### config.mk
export PLATFORM = sky130hd
export DESIGN_NAME = code_guard
export DESIGN_NICKNAME = d
export VERILOG_FILES = /design/src/code_guard_pkg.sv /design/src/code_guard.sv /design/src/password_match_flow.sv
export VERILOG_INCLUDE_DIRS = /design/src /design/src/src
export SDC_FILE = /design/constraint.sdc
export NUM_CORES = 1
export LEC_CHECK = 0
export BUFFER_PORTS_ARGS = -buffer_cell sky130_fd_sc_hd__clkbuf_2
export CAP_MARGIN = 20
export CELL_PAD_IN_SITES_DETAIL_PLACEMENT = 1
export CELL_PAD_IN_SITES_GLOBAL_PLACEMENT = 1
export CORE_UTILIZATION = 44
export CTS_CLUSTER_SIZE = 40
export DETAILED_ROUTE_END_ITERATION = 8
export PLACE_DENSITY = 0.79
export SLEW_MARGIN = 25
export SYNTH_ARGS = -nofsm -noshare
export SYNTH_HDL_FRONTEND = slang
export SYNTH_SLANG_ARGS = --single-unit
### constraint.sdc
create_clock -name i_mclk -period 1.7 [get_ports i_mclk]
set_input_delay 0 -clock i_mclk [delete_from_list [all_inputs] [get_ports i_mclk]]
set_output_delay 0 -clock i_mclk [all_outputs]
set_load 0.05 [all_outputs]
### src/code_guard_defines.svh
`ifndef CODE_GUARD_DEFINES_SVH
`define CODE_GUARD_DEFINES_SVH
// What this block does
// - blocked reads return zero and never stall the processor
// - locked, fetch inside secure memory: only debug port accesses blocked
// - locked, fetch outside: data blocked, instruction fetches still allowed
// - lock decision re-evaluated every access from current fetch location
// - unlocked: processor and debug port have full access
// - password is 128 bits as eight 16-bit words at top of flash
// - password words taken from the fixed top-of-flash address range
// - all-ones password unlocks once every password word has been read
// - all-zeros password keeps device locked whatever the unlock words hold
// - reset with all-zero password: match flow never unlocks
// - only a correct password match flow clears the locked state
// - eight unlock words at consecutive addresses, writes need protected enable
// - emulator attached, secure access other than vendor OTP and flash config trips the emulation guard, cuts debug
// - lower 64 bits matching disarms emulation guard, read protection stays
// - all-ones password read back needs no match for the emulation guard
// - hold-in-reset emulation mode keeps device in reset until emulator ready
// - writing one to force-relock bit 15 sets unlock words to all ones and locks
// - unlock words reset to all ones
// - vendor OTP accesses do not trip the emulation guard but are protected

`define CG_UNLOCK_BASE   22'h000AE0
`define CG_UNLOCK_LAST   22'h000AE7
`define CG_CTRL_ADDR     22'h000AEF
`define CG_PWD_BASE      22'h3F7FF8
`define CG_PWD_LAST      22'h3F7FFF
`define CG_FLASH_LO      22'h3F0000
`define CG_FLASH_HI      22'h3F7FFF
`define CG_OTP_LO        22'h3D7800
`define CG_OTP_HI        22'h3D7BFF
`define CG_VOTP_LO       22'h3D7C00
`define CG_VOTP_HI       22'h3D7FFF
`define CG_RAM_LO        22'h008000
`define CG_RAM_HI        22'h008FFF
`define CG_RAM2_LO       22'h3F8000
`define CG_RAM2_HI       22'h3F8FFF
`define CG_FCFG_LO       22'h000A80
`define CG_FCFG_HI       22'h000A87
`define CG_FORCE_BIT     15
`define CG_WORD_RESET    16'hFFFF
`define CG_CTRL_RSV      16'h002E
`endif

### src/code_guard_pkg.sv
package code_guard_pkg;
	typedef enum logic [1:0] {
		ST_RESET_HOLD,
		ST_LOCKED,
		ST_OPEN
	} guard_state_e;
	typedef logic [15:0] word_t;
	typedef logic [21:0] addr_t;
endpackage : code_guard_pkg

### src/code_guard.sv
`timescale 1ns/1ps
`include "code_guard_defines.svh"
module code_guard #(
	parameter int WORDS = 8
) (
	// clock and reset
	input  wire logic        i_mclk,
	input  wire logic        i_rst_n,
	// cpu access, one-cycle strobes
	input  wire logic [21:0] i_addr,
	input  wire logic        i_rd,
	input  wire logic        i_wr,
	input  wire logic        i_fetch,
	input  wire logic        i_from_debug,
	input  wire logic [15:0] i_wdata,
	input  wire logic [21:0] i_pc,
	input  wire logic        i_protected_write_enable,
	// data returned by the memories
	input  wire logic [15:0] i_mem_rdata,
	// emulator
	input  wire logic        i_emu_attached,
	input  wire logic        i_hold_in_reset,
	input  wire logic        i_emu_ready,
	// results
	output logic [15:0]      o_rdata,
	output logic             o_mem_en,
	output logic             o_blocked,
	output logic             o_locked,
	output logic             o_emu_cut,
	output logic             o_core_hold
);
	typedef struct packed {
		code_guard_pkg::guard_state_e st;
		logic [16*WORDS-1:0]          unlock;
		logic [16*WORDS-1:0]          pwd;
		logic [WORDS-1:0]             seen;
		logic                         zero_at_reset;
		logic                         cut;
		logic [15:0]                  rdata;
	} state_s;

	state_s cur;
	state_s next_cur;
	logic   full_match;
	logic   low_match;
	logic   all_ones;
	logic   all_zero;
	logic   all_seen;

	password_match_flow #(.WORDS(WORDS)) u_match (
		.i_unlock    (cur.unlock),
		.i_pwd       (cur.pwd),
		.i_seen      (cur.seen),
		.o_full_match(full_match),
		.o_low_match (low_match),
		.o_all_ones  (all_ones),
		.o_all_zero  (all_zero),
		.o_all_seen  (all_seen)
	);

	function automatic logic in_rng(input logic [21:0] a, input logic [21:0] lo, input logic [21:0] hi);
		in_rng = (a >= lo) && (a <= hi);
	endfunction : in_rng

	// secure memory decode, used for pc and access address
	function automatic logic is_secure(input logic [21:0] a);
		is_secure = in_rng(a, `CG_FLASH_LO, `CG_FLASH_HI) || in_rng(a, `CG_OTP_LO, `CG_VOTP_HI)
			|| in_rng(a, `CG_RAM_LO, `CG_RAM_HI) || in_rng(a, `CG_RAM2_LO, `CG_RAM2_HI)
			|| in_rng(a, `CG_FCFG_LO, `CG_FCFG_HI);
	endfunction : is_secure

	// vendor otp and flash config do not trip the emulation guard
	function automatic logic trips_emu(input logic [21:0] a);
		trips_emu = in_rng(a, `CG_FLASH_LO, `CG_FLASH_HI) || in_rng(a, `CG_OTP_LO, `CG_OTP_HI)
			|| in_rng(a, `CG_RAM_LO, `CG_RAM_HI) || in_rng(a, `CG_RAM2_LO, `CG_RAM2_HI);
	endfunction : trips_emu

	logic access;
	logic sec_addr;
	logic pc_sec;
	logic locked;
	logic allow;
	logic unlock_hit;
	logic ctrl_hit;
	logic pwd_hit;
	logic [2:0] widx;
	logic pwd_rd;

	always_comb begin
		access     = i_rd | i_wr | i_fetch;
		sec_addr   = is_secure(i_addr);
		pc_sec     = is_secure(i_pc);
		locked     = (cur.st != code_guard_pkg::ST_OPEN);
		unlock_hit = in_rng(i_addr, `CG_UNLOCK_BASE, `CG_UNLOCK_LAST);
		ctrl_hit   = (i_addr == `CG_CTRL_ADDR);
		pwd_hit    = in_rng(i_addr, `CG_PWD_BASE, `CG_PWD_LAST);
		widx       = i_addr[2:0];
		allow      = 1'b1;
		if (locked && sec_addr) begin
			if (i_from_debug) begin
				// debug port always blocked from secure memory while locked
				allow = 1'b0;
			end else if (!pc_sec && !i_fetch) begin
				// data access from nonsecure code blocked
				allow = 1'b0;
			end
		end
		pwd_rd = i_rd && pwd_hit && !i_from_debug;
	end

	assign o_mem_en    = access && allow && !o_core_hold;
	assign o_blocked   = access && !allow;
	assign o_locked    = locked;
	assign o_emu_cut   = cur.cut;
	assign o_rdata     = cur.rdata;
	// core held while emulator takes control
	assign o_core_hold = (cur.st == code_guard_pkg::ST_RESET_HOLD);

	always_comb begin
		next_cur = cur;
		next_cur.rdata = 16'h0000;
		case (cur.st)
			code_guard_pkg::ST_RESET_HOLD: begin
				if (!i_hold_in_reset || i_emu_ready) begin
					next_cur.st = code_guard_pkg::ST_LOCKED;
				end
			end
			code_guard_pkg::ST_LOCKED: begin
				// all-ones password opens once read, zero never opens
				// full compare after every word seen
				if (all_seen && !all_zero && !cur.zero_at_reset && (all_ones || full_match)) begin
					next_cur.st = code_guard_pkg::ST_OPEN;
				end
			end
			code_guard_pkg::ST_OPEN: begin
			end
			default: next_cur.st = code_guard_pkg::ST_LOCKED;
		endcase
		// password words captured by software reads of the top of flash
		if (pwd_rd) begin
			next_cur.pwd[16*widx +: 16] = i_mem_rdata;
			next_cur.seen[widx]         = 1'b1;
			if (widx == 3'h0) begin
				next_cur.zero_at_reset = 1'b0;
			end
		end
		if (i_rd && allow && !unlock_hit && !ctrl_hit) begin
			next_cur.rdata = i_mem_rdata;
		end else if (i_rd && ctrl_hit) begin
			next_cur.rdata = `CG_CTRL_RSV | {15'h0000, locked};
		end else if (i_rd && unlock_hit) begin
			next_cur.rdata = cur.unlock[16*widx +: 16];
		end
		// blocked reads give zero without stall
		if (i_wr && unlock_hit && i_protected_write_enable) begin
			next_cur.unlock[16*widx +: 16] = i_wdata;
		end
		if (i_wr && ctrl_hit && i_protected_write_enable && i_wdata[`CG_FORCE_BIT]) begin
			next_cur.unlock = {WORDS{`CG_WORD_RESET}};
			next_cur.st     = code_guard_pkg::ST_LOCKED;
			// fresh password reads needed, else an all-ones password would reopen at once
			next_cur.seen   = '0;
		end
		if (i_emu_attached && access && trips_emu(i_addr) && !(all_seen && (all_ones || low_match))) begin
			next_cur.cut = 1'b1;
		end
		if (!i_emu_attached) begin
			next_cur.cut = 1'b0;
		end
	end

	// reset to ST_RESET_HOLD (locked) with unlock words at all ones
	always_ff @(posedge i_mclk or negedge i_rst_n) begin
		if (!i_rst_n) begin
			cur.st            <= code_guard_pkg::ST_RESET_HOLD;
			cur.unlock        <= {WORDS{16'hFFFF}};
			cur.pwd           <= '0;
			cur.seen          <= '0;
			cur.zero_at_reset <= 1'b0;
			cur.cut           <= 1'b0;
			cur.rdata         <= 16'h0000;
		end else begin
			cur <= next_cur;
		end
	end

	blocked_read_zero_a: assert property (@(posedge i_mclk) disable iff (!i_rst_n)
		(i_rd && !allow) |=> (o_rdata == 16'h0000)) else $error("blocked read returned data");
	debug_blocked_a: assert property (@(posedge i_mclk) disable iff (!i_rst_n)
		(o_locked && i_from_debug && sec_addr && access) |-> !o_mem_en) else $error("debug reached secure memory");
	fetch_allowed_a: assert property (@(posedge i_mclk) disable iff (!i_rst_n)
		(i_fetch && !i_from_debug && !o_core_hold) |-> o_mem_en) else $error("fetch refused");
	open_full_a: assert property (@(posedge i_mclk) disable iff (!i_rst_n)
		(!o_locked && access) |-> !o_blocked) else $error("open device blocked access");
	zero_stays_a: assert property (@(posedge i_mclk) disable iff (!i_rst_n)
		(o_locked && all_zero && !pwd_rd) |=> o_locked) else $error("zero password unlocked");
	unlock_cause_a: assert property (@(posedge i_mclk) disable iff (!i_rst_n)
		($fell(o_locked)) |-> $past(all_seen)) else $error("unlock without match flow");
	relock_force_a: assert property (@(posedge i_mclk) disable iff (!i_rst_n)
		(i_wr && ctrl_hit && i_protected_write_enable && i_wdata[15]) |=> (o_locked && &cur.unlock))
		else $error("force relock failed");
	key_guard_a: assert property (@(posedge i_mclk) disable iff (!i_rst_n)
		(i_wr && unlock_hit && !i_protected_write_enable) |=> $stable(cur.unlock)) else $error("unprotected write");
	emu_trip_a: assert property (@(posedge i_mclk) disable iff (!i_rst_n)
		(i_emu_attached && access && trips_emu(i_addr) && !all_seen) |=> o_emu_cut) else $error("guard not tripped");
	hold_reset_a: assert property (@(posedge i_mclk) disable iff (!i_rst_n)
		(o_core_hold && i_hold_in_reset && !i_emu_ready) |=> o_core_hold) else $error("hold released early");
endmodule : code_guard

### src/password_match_flow.sv
`timescale 1ns/1ps
`include "code_guard_defines.svh"
module password_match_flow #(
	parameter int WORDS = 8
) (
	// unlock words and password words
	input  wire logic [16*WORDS-1:0] i_unlock,
	input  wire logic [16*WORDS-1:0] i_pwd,
	input  wire logic [WORDS-1:0]    i_seen,
	// verdicts
	output logic                     o_full_match,
	output logic                     o_low_match,
	output logic                     o_all_ones,
	output logic                     o_all_zero,
	output logic                     o_all_seen
);
	assign o_full_match = (i_unlock == i_pwd);
	assign o_low_match  = (i_unlock[8*WORDS-1:0] == i_pwd[8*WORDS-1:0]);
	assign o_all_ones   = &i_pwd;
	assign o_all_zero   = ~|i_pwd;
	assign o_all_seen   = &i_seen;
endmodule : password_match_flow

# After elaboration in Yosys (flattened, before gate mapping)

Index checks and enable logic that the tools add are counted.

Register bits: 283
Input bits: 86

$add $sub $neg: 1
$lt $le $gt $ge: 26
Eq/ne operators: 10
Shift operators: 4
Multiplexer cells: 19
Bitwise operators: 3
Reduce and logical (&&, ||, !) cells: 67

Operators with widths:

| cell                        | count |
|---|---|
| $bwmux W128                 | 2 |
| $shiftx A16 B34 Y128        | 2 |
| $ge A22 B22 Y1 const B      | 7 |
| $le A22 B22 Y1 const B      | 7 |
| $mux W130                   | 1 |
| $eq A128 B128 Y1            | 1 |
| $mux W128                   | 1 |
| $reduce_and A128 Y1         | 1 |
| $reduce_or A128 Y1          | 1 |
| $shift A16 B34 Y128 const A | 1 |
| $shiftx A128 B8 Y16         | 1 |
| $ge A22 B12 Y1 const B      | 3 |
| $le A22 B12 Y1 const B      | 3 |
| $eq A64 B64 Y1              | 1 |
| $mux W16                    | 3 |
| $ge A22 B16 Y1 const B      | 2 |
| $le A22 B16 Y1 const B      | 2 |
| $logic_and A1 B1 Y1         | 37 |
| $neg A7 Y34                 | 1 |
| $eq A22 B12 Y1 const B      | 1 |
| $logic_or A1 B1 Y1          | 14 |
| $logic_not A1 Y1            | 9 |
| $mux W9                     | 1 |
| $mux W8                     | 1 |
| other kinds (18)            | 27 |

# Longest topological paths before layout

Gate-level depths: netlist of the first run.

Depth in word-level cells: 15
Depth in mapped cells: 14
Depth with buffers taken out: 10

# Hierarchy

A second synthesis of the first run with hierarchy kept.

Cells, all modules: 1,601
Area total of the unflattened synthesis: 15,611.2 sq um

Modules (own cells, without submodules):

| module              | instances | cells each | area an instance (sq um) | seq. area each (sq um) |
|---|---|---|---|---|
| code_guard          | 1         | 1,341      | 13,663.1                 | 7,241.9 |
| password_match_flow | 1         | 260        | 1,948.1                  | 0.0 |

# Least setup slack after synthesis of the first run

Ideal clock, no wire load.

Path kind: input to register
Start point: input i_addr[0]
End point: register cur[32] in the netlist's numbering
Arrival: 2.510 ns
Required time: 1.575 ns
Path slack: -0.935 ns
Stages on the path: 11
Buffers on the path: 4
Cells stage by stage: clkbuf_1 -> inv_1 -> clkbuf_1 -> ha_1 -> ha_1 -> clkbuf_1 -> nor2_1 -> and4_1 -> nand2_1 -> clkbuf_1 -> mux2_2

Word-level cells in the longest chain between the ends: 4
Elaborated cells on any way between the ends: 9
Classes of those cells: add/sub (1); order compare (2); shift (2); mux (1); reduce/logical (3)

RTL lines:

| what                                                | RTL line          | source |
|---|---|---|
| from (decl)                                         | code_guard.sv:10  | `input wire logic [21:0] i_addr,` |
| branches (longest 4 deep; another with $neg A7 Y34) | --                |  |
| to (signal assigned)                                | code_guard.sv:183 | `cur <= next_cur;` |
| to (decl)                                           | code_guard.sv:42  | `state_s cur;` |

Several ways; the timed one is not identified.
A chain may end at the register's enable or synchronous reset.

# Worst setup path after layout of the first run

Start point: register cur[128] in the netlist's numbering
End point: register cur[282] in the netlist's numbering

Word-level cells in the longest chain between the ends: 5
Elaborated cells on any way between the ends: 8
Classes of those cells: eq/ne (2); reduce/logical (6)

RTL lines:

| what                                                             | RTL line                  | source |
|---|---|---|
| $eq A128 B128 Y1 (tied with other cells)                         | password_match_flow.sv:17 | `assign o_full_match = (i_unlock == i_pwd);` |
| $logic_or A1 B1 Y1 / $logic_and A1 B1 Y1 (equally long branches) | code_guard.sv:131         | `if (all_seen && !all_zero && !cur.zero_at_reset && (all_ones \|\| full_match)) begin` |
| $logic_and A1 B1 Y1 *                                            | code_guard.sv:131         |  |
| $ne A3 B3 Y1 (no source line) *                                  | --                        |  |
| $reduce_and A3 Y1 (no source line) *                             | --                        |  |

Mark *: on every way between the ends. The rest lies on a longest branch, timed or not.

==> reports/qor.csv, run 1 <==
stage;metric;value;unit
place;Cell Area, Placed;0.0191;sq mm
yosys;Synth cell types;55;
routing;DR vias/cell;6.83;
setup_path;CP startpoint kind;register;
pwr;Psw;4.53;mW
cts;clock buffer depth;3;
sta;Slew Limit Headroom;38.8;%
setup_path;crit-path max cell delay;0.44;ns
cts;# H-tree levels;2;
sta;hold slack final;0.0262;ns
final_layout;final core occ;67.5;%
worst_hold_path;Hold WC Path Type;input port to register;
yosys;synth warn;0;
yosys;register area share after synthesis;47.9;%
yosys;area of the mapped netlist;0.0151;sq mm
status;failing checks;setup timing;
die;Die H;187;um
yosys;number of synthesized flops with an enable pin;0;
sta;Setup Skew;0.0269;ns
final_layout;Nets;2072;
setup_path;crit-path cells;buf_6, xor2_2, nor4_2, nand4_1, nor4_4, buf_4, nor2_4, nor4b_4, nor2_1;
place;placer congestion estimate;1.03;
sta;final count of pins violating max slew;0;
setup_path;Critical Path AT;2.93;ns
setup_path;reg2reg setup slack;-0.82;ns
die;Core ar.;0.0337;sq mm
sta;unrepaired setup endpoints after global routing;yes;
pwr;Max VDD drop;0.793;mV
worst_hold_path;Hold EP;o_rdata[2];
yosys;Yosys top cell area share;25.6;%
grt;global-route wire length before repair;114;mm
sta;final hold vios;0;
grt;vias in the first global route;16700;
pwr;power per cell area;735;mW/mm^2
routing;Vias;16800;
yosys;#FFs+latches synth;283;
grt;gr usage total;45.2;%
routing;drt first pass iters;5;
routing;DRC viols;0;
setup_path;Critical Path RT;2.10;ns
sta;fin crit share;148;%
grt;gr ovfl total;0;
die;Rows;67;
yosys;Syn Inst Count;1482;
cts;CTS tree;done;
sta;f_max;0.396;GHz
cts;total CTS buffers;34;
sta;minimum clock period;2.52;ns
final_layout;commonest non-fill, non-tap cell in the layout;buf_4;
cts;clock sink total;283;
final_layout;most frequent cells in the layout;buf_4, nand2_1, dfrtp_1;
setup_path;FF-to-FF path depth;9;
pwr;clock power share;49.2;%
yosys;Syn Area/Cell;10.2;sq um
routing;Routed Antenna Nets;0;
setup_path;CP bufs+invs;2;
pwr;switching share of power;27.1;%
routing;initial drt markers;2019;
sta;Final setup violation count;121;
setup_path;Reg-to-Reg End;cur[282];
die;io pins;107;
sta;setup_tns;-16.35;ns
grt;initial antenna violation count;8;
cts;CTS clock-pin slew for the worst setup and hold paths;0.06;ns
worst_hold_path;hold path depth;4;
worst_hold_path;hold path startpoint;i_rd;
pwr;cell leakage power;11.4;nW
place;dpl hpwl;53.0;mm
final_layout;P&R area growth vs syn;50.3;%
setup_path;crit-path max FO;2;
die;Starting Density;44.9;%
die;Die Wd;187;um
pwr;Reg power frac;40.7;%
pwr;Internal;12.2;mW
sta;setup slack after layout;-0.824;ns
routing;Routed Wire Length;92.5;mm
yosys;top post-synthesis cells by area;dfrtp_1, dfstp_2, xor2_1;
yosys;commonest register cell after synthesis;dfrtp_1;
final_layout;fraction of layout cells with a size suffix above 1;49.9;%
routing;wire per inst;37.6;um
setup_path;Slowest cell on crit path;nor4_2;
die;Die ar.;0.0351;sq mm
setup_path;RR Startpoint;cur[128];
yosys;leading area contributor after synthesis;dfrtp_1;
setup_path;Worst setup EP type;register;
sta;Worst-Margin Slew;0.919;ns
yosys;asr flop ratio synth;100;%
status;outcome;finished with violations;
final_layout;Post-Layout Inst Area;0.0227;sq mm
place;IO Port Bufs;103;
flow_run;max-cap violation count;0;
setup_path;Largest delay share family, worst path;simple AND/OR/NAND/NOR gates;
yosys;Post-Syn Nets;1571;
grt;largest net degree at the start of global routing;66;
pwr;Gate power share;10.1;%
setup_path;critical path class;register to register;
cts;CTS Root Cell;clkbuf_16;
cts;worst skew pair latency;0.54;ns
==> cells in the mapped netlist, types with 5 or more instances <==
library cell / number
nor4_1: 81
clkbuf_1: 62
nand2b_1: 37
nor2_1: 63
xor2_1: 128
buf_4: 19
nand2_1: 233
mux4_2: 23
dfrtp_1: 155
buf_2: 6
o22ai_1: 5
nand3_1: 57
buf_1: 6
nor3_1: 14
inv_1: 11
nand4_1: 62
o21ai_0: 83
dfstp_2: 128
nor2b_1: 18
a21oi_1: 28
nand3b_1: 17
mux2_2: 63
mux2i_1: 82
a31oi_1: 19
and2_1: 22
==> power by group through the flow <==
stage | clock, mW | sequential (mW) | combinational (mW)
3_5_place_dp | 0 | 6.90 | 1.37
6_report | 8.23 | 6.79 | 1.69
3_3_place_gp | 0 | 6.90 | 1.34
5_1_grt | 8.38 | 6.79 | 1.71
2_1_floorplan | 0 | 6.90 | 0.582
4_1_cts | 7.99 | 6.79 | 1.47
==> sequential cells by signal (all words and copies together) (netlist names) <==
register / flops
o_rdata: 16
o_emu_cut: 1
cur: 266
==> repair_timing <==
item / CTS / global route
pin swaps: 39 / 64
gates resized for setup: 54 / 223
endpoints found under the hold margin: 273 / 1
hold buffers: 35 / 1
setup buffers: 20 / 21
endpoints found under the setup margin: 112 / 172
cloned: 8 / 7
==> worst register-to-register path: cells and delay by family, from the launching register on <==
family / cells / cell delay [ns]
buffers and inverters: 2 / 0.36
AND/OR/NAND/NOR: 6 / 1.46
XOR/XNOR: 1 / 0.15
flip-flops: 1 / 0.41
==> worst max-delay path by stage <==
stage,start,endpoint,slack [ns],depth (start not counted)
2_1_floorplan,i_addr[21],cur[176],-0.49,8
3_3_place_gp,cur[107],cur[283],-0.81,8
3_5_place_dp,cur[107],cur[283],-0.83,8
4_1_cts,cur[173],cur[282],-0.59,7
5_1_grt,cur[128],cur[282],-0.85,9
6_report,cur[128],cur[282],-0.82,9
==> per-stage QoR <==
stage / cells / setup WS [ns] / power (mW)
finish: 2461 / -0.824 / 16.7
floorplan: 1482 / -0.490 / 7.48
detailed placement: 2307 / -0.832 / 8.27
CTS: 2429 / -0.589 / 16.3
global placement: 2307 / -0.814 / 8.25
global route: 2457 / -0.855 / 16.9
==> metal layers <==
layer	vias to the layer above	track usage [%]	routed length (um)
met4	6	38.3	10700
li1	6288	-	-
met2	1587	69.0	39500
met5	-	0	93
met1	8242	52.2	30400
met3	677	13.4	11800
==> area by class of cell <==
class	count	area [sq um]
inverters	11	51.3
flip-flops and latches	283	7250
clock inverters	15	215
repair buffers	561	4830
fillers	3430	11000
multi-input cells	1092	8830
diodes	5	12.5
clock buffers	46	987
well taps	448	561
==> kinds of logic after synthesis <==
| kind of cell | after synthesis | share of synthesized area (%) |
|---|---|---|
| DFF | 283 | 47.9 |
| adders and majority gates | 3 | 0.248 |
| xor gates and xnor gates | 128 | 7.41 |
| AOI/OAI and AO/OA | 160 | 6.02 |
| buffers and inverters | 107 | 3.33 |
| and+or+nand+nor | 633 | 21.6 |
| muxes | 168 | 13.5 |
No activity file was read; power rests on OpenSTA's default activity.
==> run 2, diff against run 1 <==
CTS_BUF_LIST = sky130_fd_sc_hd__clkbuf_16   (was unset)
GPL_ROUTABILITY_DRIVEN = 0   (was unset)
clock period = 2.2 ns   (was 1.7 ns; I/O delays follow)
==> run 2 against run 1 <==
  * Non-clock buffer count is 199 lower
  * Total power is 32% lower
  * Global-route usage is 5.7 points lower
  * Final area is 15% lower
  * Count of clock-buffer cells in the layout is 15 lower
  * Worst hold slack better by 0.021 ns
  * The run still ends with setup timing left
  * Largest cell class unchanged
  * Utilization is 10 points lower
  * Critical path depth is 2 lower
  * Sequential cell count stayed put
==> reports/qor.csv, run 2 (synthesized netlist as in run 1, its figures left out) <==
stage;metric;value;unit
status;outcome;finished with violations;
status;failing checks;setup timing;
pwr;Psw;2.99;mW
grt;global-route wire length before repair;102;mm
cts;total CTS buffers;30;
cts;CTS Root Cell;clkbuf_16;
die;Starting Density;44.9;%
routing;initial drt markers;1520;
die;Die Wd;187;um
final_layout;final core occ;57.1;%
die;Die ar.;0.0351;sq mm
routing;drt first pass iters;5;
final_layout;Non-Filler Instances;2251;
sta;final hold vios;0;
flow_run;max-cap violation count;0;
sta;Worst-Margin Slew;1.03;ns
worst_hold_path;Hold WC Path Type;input port to register;
place;dpl hpwl;48.6;mm
final_layout;most frequent cells in the layout;nand2_1, buf_4, dfrtp_1;
routing;Vias;14500;
routing;DRC viols;0;
die;Rows;67;
grt;gr usage total;39.5;%
setup_path;CP startpoint kind;register;
final_layout;Largest Register;cur;
sta;unrepaired setup endpoints after global routing;yes;
cts;worst skew pair latency;0.58;ns
grt;GR Layer Usage met1;48.3;%
routing;wire per inst;30.8;um
grt;gr ovfl total;0;
sta;final count of pins violating max slew;0;
sta;Setup Skew;0.0122;ns
grt;largest net degree at the start of global routing;87;
pwr;Gate power share;9.2;%
sta;setup slack after layout;-0.182;ns
pwr;switching share of power;26.5;%
place;Placed Cells;2154;
pwr;Max VDD drop;0.595;mV
pwr;Internal;8.29;mW
setup_path;critical path class;register to register;
pwr;clock power share;44.2;%
setup_path;crit-path max FO;3;
setup_path;Critical Path RT;2.66;ns
sta;fin crit share;108;%
final_layout;commonest non-fill, non-tap cell in the layout;nand2_1;
cts;# H-tree levels;1;
cts;CTS clock-pin slew for the worst setup and hold paths;0.06;ns
grt;initial antenna violation count;6;
final_layout;Multi-input gate area;0.00761;sq mm
cts;clock buffer depth;3;
final_layout;Nets;1869;
grt;vias in the first global route;15500;
routing;Routed Wire Length;69.3;mm
die;Die H;187;um
setup_path;Worst setup EP type;register;
cts;CTS tree;done;
sta;Slew Limit Headroom;30.3;%
place;IO Port Bufs;103;
pwr;Reg power frac;46.6;%
die;io pins;107;
routing;DR vias/cell;6.46;
final_layout;Seq. cell area;0.00724;sq mm
final_layout;Largest register FFs;266;
grt;grt met2 use;60.6;%
final_layout;fraction of layout cells with a size suffix above 1;34.6;%
final_layout;P&R area growth vs syn;27.3;%
sta;f_max;0.420;GHz
grt;GR Layer Usage met3;9.74;%
grt;grt peak-use layer;met2;
pwr;power per cell area;586;mW/mm^2
final_layout;Antenna Cells;0;
pwr;cell leakage power;9.77;nW
die;Core ar.;0.0337;sq mm
sta;minimum clock period;2.38;ns
routing;Routed Antenna Nets;0;
cts;clock sink total;283;
setup_path;Critical Path AT;2.84;ns
sta;Final setup violation count;3;
worst_hold_path;hold path depth;4;
setup_path;FF-to-FF path depth;7;
final_layout;filler instances;3697;
## run 2: cell types whose count changed in the layout (fill, tap and decap cells not counted), sizes merged, moves of 4 or more
| cell | before | now |
|---|---|---|
| clkbuf | 146 | 133 |
| dlygate4sd3 | 36 | 41 |
| clkinv | 6 | 15 |
| diode | 5 | 0 |
| inv | 13 | 17 |
| buf | 424 | 219 |
## run 2: path summary, 6_finish.rpt
check	from	endpoint	slack [ns]
hold / removal	i_addr[1]	cur[24]	0.05
max in group asynchronous	i_rst_n	cur[193]	1.16
min in group asynchronous	i_rst_n	o_rdata[14]	0.09
setup / recovery	cur[175]	cur[282]	-0.18
hold reg to reg	o_emu_cut	o_emu_cut	0.50
setup reg to reg	cur[175]	cur[282]	-0.18
## run 2: final cells by class
| type | instances | area share (%) |
|---|---|---|
| tap | 448 | 2.91 |
| timing repair buffer | 362 | 14.8 |
| inverter | 11 | 0.228 |
| multi-input combinational | 1092 | 39.6 |
| clock buffer | 31 | 4.03 |
| sequential | 283 | 37.6 |
| clock inverter | 24 | 0.800 |
## run 2: through the flow
stage / TNS [ns] / total power [mW] / hold slack [ns] / worst slack [ns] / area, sq um
2_1_floorplan: 0 / 5.75 / -0.296 / 0.000223 / 15200
3_3_place_gp: -1.89 / 6.24 / 0.0786 / -0.482 / 17700
3_5_place_dp: -5.57 / 6.27 / 0.0839 / -0.501 / 17700
4_1_cts: -0.173 / 11.2 / 0.0128 / -0.0918 / 19200
5_1_grt: -0.744 / 11.5 / 0.0435 / -0.285 / 19200
6_report: -0.433 / 11.3 / 0.0470 / -0.182 / 19200
## run 2: worst max-delay path, stage by stage, from the launching register on
cell     delay (ns)
dfstp_2        0.64
xor2_1         0.10
nor4_1         0.30
nand4_1        0.32
nor4_2         0.33
o21ai_1        0.16
nor4b_2        0.33
nor2_1         0.08
## run 2: repair_timing
item                                   CTS  global route
buffers inserted                         2             1
gates resized for setup                 17            15
hold buffers                            41             0
setup endpoints to repair                3            95
endpoints found under the hold margin  272             0
pin swaps                                6             3
## run 2: power groups by stage
stage          Sequential, mW  Combinational [mW]  Clock (mW)
4_1_cts                  5.25               0.996        4.98
6_report                 5.25                1.04        4.99
3_3_place_gp             5.33               0.910           0
5_1_grt                  5.25                1.08        5.18
2_1_floorplan            5.33               0.413           0
3_5_place_dp             5.34               0.929           0
## run 2: per-layer routing
metal  vias up  routed length [um]
met1      7331               25400
li1       5870                   -
met3       349                7170
met5         -                  39
met4         6                6390
met2       984               30300
==> run 3, diff against run 2 <==
--- a/config.mk
+++ b/config.mk
@@ -16,6 +16,6 @@
 export DETAILED_ROUTE_END_ITERATION = 8
 export GPL_ROUTABILITY_DRIVEN = 0
-export PLACE_DENSITY = 0.79
-export SLEW_MARGIN = 25
+export PLACE_DENSITY_LB_ADDON = 0.1
+export SLEW_MARGIN = 0
 export SYNTH_ARGS = -nofsm -noshare
 export SYNTH_HDL_FRONTEND = slang
==> constraint.sdc (replaced) <==
create_clock -name i_mclk -period 2.2 [get_ports i_mclk]
set_input_delay 0 -clock i_mclk [delete_from_list [all_inputs] [get_ports i_mclk]]
set_output_delay 0 -clock i_mclk [all_outputs]
set_load 0.02 [all_outputs]
==> run 3 against run 2 <==
  * The run still ends with setup timing left
  * Worst hold slack worse by 0.018 ns
  * Final area is 4.2% higher
  * Non-clock buffer count is 50 higher
  * Global-route usage is 0.37 points higher
  * Clock power is 18% higher
  * Clock skew is 0.015 ns higher
  * Sequential share of layout area is 1.4 points lower
  * Critical path type unchanged
  * Highest routed layer is now met4
==> reports/qor.csv, run 3 (synthesized netlist as in run 1, its figures left out) <==
stage;metric;value;unit
routing;drt first pass iters;5;
cts;total CTS buffers;36;
grt;gr usage total;39.8;%
die;Die H;187;um
setup_path;Crit. Startpoint;cur[29];
setup_path;Critical Path Most Common Cell;buf_4;
setup_path;Slowest cell on crit path;dfrtp_2;
place;Cell Area, Placed;0.0181;sq mm
sta;fin crit share;105;%
pwr;power per cell area;603;mW/mm^2
pwr;clock power share;48.7;%
sta;Worst-Margin Slew;0.766;ns
place;IO Port Bufs;103;
cts;clock sink total;283;
setup_path;crit-path max cell delay;0.48;ns
die;Die ar.;0.0351;sq mm
grt;largest net degree at the start of global routing;58;
setup_path;crit-path cells;buf_4, nor4_1, nand4_1, nor4_2, buf_4, a21oi_1, nor4b_4, a21o_1;
pwr;Max VDD drop;1.15;mV
die;Rows;67;
sta;final hold vios;0;
setup_path;Largest delay share family, worst path;simple AND/OR/NAND/NOR gates;
cts;CTS tree;done;
routing;Routed Antenna Nets;0;
cts;CTS Root Cell;clkbuf_16;
pwr;Internal;9.01;mW
setup_path;CP bufs+invs;2;
setup_path;Critical Path RT;2.62;ns
sta;Slew Limit Headroom;48.3;%
pwr;cell leakage power;10.2;nW
final_layout;Post-Layout Inst Area;0.0200;sq mm
final_layout;most frequent cells in the layout;buf_4, nand2_1, dfrtp_1;
sta;minimum clock period;2.30;ns
pwr;Reg power frac;43.4;%
sta;setup slack after layout;-0.102;ns
sta;f_max;0.434;GHz
routing;DR vias/cell;6.19;
setup_path;crit-path max FO;3;
cts;clock buffer depth;3;
setup_path;FF-to-FF path depth;8;
sta;final count of pins violating max slew;0;
die;io pins;107;
routing;DRC viols;0;
sta;unrepaired setup endpoints after global routing;yes;
cts;worst skew pair latency;0.55;ns
setup_path;Reg-to-Reg End;cur[283];
final_layout;fraction of layout cells with a size suffix above 1;38.5;%
grt;vias in the first global route;14900;
grt;gr ovfl total;0;
setup_path;Worst setup EP type;register;
final_layout;final core occ;59.5;%
die;Core ar.;0.0337;sq mm
routing;initial drt markers;1391;
sta;Setup Skew;0.0275;ns
status;outcome;finished with violations;
die;Die Wd;187;um
pwr;switching share of power;25.5;%
final_layout;Largest register FFs;266;
setup_path;critical path class;register to register;
die;Starting Density;44.9;%
final_layout;Nets;1925;
status;failing checks;setup timing;
pwr;Gate power share;7.9;%
setup_path;CP Capture Point;cur[283];
final_layout;P&R area growth vs syn;32.6;%
routing;wire per inst;30.2;um
setup_path;Critical Path AT;2.72;ns
final_layout;Largest Register;cur;
setup_path;RR Startpoint;cur[29];
sta;Final setup violation count;3;
grt;initial antenna violation count;1;
place;dpl hpwl;50.7;mm
cts;CTS clock-pin slew for the worst setup and hold paths;0.06;ns
flow_run;max-cap violation count;0;
setup_path;CP startpoint kind;register;
grt;global-route wire length before repair;101;mm
routing;Routed Wire Length;69.8;mm
setup_path;reg2reg setup slack;-0.10;ns
final_layout;commonest non-fill, non-tap cell in the layout;buf_4;
pwr;Psw;3.09;mW
cts;# H-tree levels;2;
worst_hold_path;Hold WC Path Type;input port to async pin;
routing;Vias;14300;
setup_path;Critical Path Stages;8;
place;worst slack, placed;-0.323;ns
[run 3: changes by cell type in the layout (fill, tap and decap cells not counted), moves of 3 or more]
cell           before  now
nor4_4              8   12
buf_4             194  245
nor4_2             17   29
nor4_1             62   46
dfrtp_2             1   14
clkbuf_16          31   38
dlygate4sd3_1      41   37
xor2_1            127  124
dfrtp_1           154  141
[run 3: how the worst min path moves through the flow]
stage	start	to	depth (start not counted)
after global placement	i_rst_n	o_rdata[5]	1
after floorplan	i_rst_n	cur[100]	0
after detailed placement	i_rst_n	o_rdata[5]	1
after CTS	i_addr[0]	cur[109]	4
final	i_rst_n	o_rdata[5]	2
after global routing	i_mem_rdata[1]	cur[91]	3
[run 3: layout make-up]
type / count / area, sq um
fill: 3716 / 13700
multi-input combinational: 1092 / 7780
sequential: 283 / 7260
timing repair buffer: 412 / 3240
clock buffer: 38 / 951
tap: 448 / 561
clock inverter: 27 / 210
inverter: 11 / 43.8
antenna: 1 / 2.50
[run 3: per-layer routing]
layer / global-route usage [%] / up-vias / wire, um
met5: 0 / - / 0
met4: 27.1 / 0 / 5480
met3: 7.80 / 243 / 5500
met2: 62.9 / 757 / 31700
met1: 49.6 / 7321 / 27100
li1: - / 5996 / -
[run 3: repair_timing]
| action | 4_1_cts | 5_1_grt |
|---|---|---|
| buffers inserted | 6 | 4 |
| resized for setup | 46 | 26 |
| hold buffers | 37 | 0 |
| setup endpoints to repair | 3 | 3 |
| hold endpoints to repair | 277 | 0 |
| pin swaps | 20 | 15 |
[run 3: stage by stage]
step	power (mW)	std cells	hold slack, ns	TNS (ns)
global route	12.4	2311	0.0377	-0.278
CTS	12.1	2307	0.00118	0
global placement	6.20	2200	-0.0219	-2.60
finish	12.1	2312	0.0287	-0.134
detailed placement	6.21	2200	-0.0168	-2.22
floorplan	5.68	1482	-0.296	0
[run 3: worst reg2reg max path: stages, from the launching register on]
cell	delay, ns
dfrtp_2	0.48
buf_4	0.18
nor4_1	0.31
nand4_1	0.26
nor4_2	0.39
buf_4	0.19
a21oi_1	0.08
nor4b_4	0.14
a21o_1	0.16
[run 3: power by group through the flow]
stage | combinational [mW] | clock [mW] | sequential, mW
2_1_floorplan | 0.344 | 0 | 5.33
3_5_place_dp | 0.874 | 0 | 5.33
5_1_grt | 0.997 | 6.13 | 5.25
3_3_place_gp | 0.865 | 0 | 5.33
6_report | 0.956 | 5.89 | 5.25
4_1_cts | 0.934 | 5.92 | 5.25
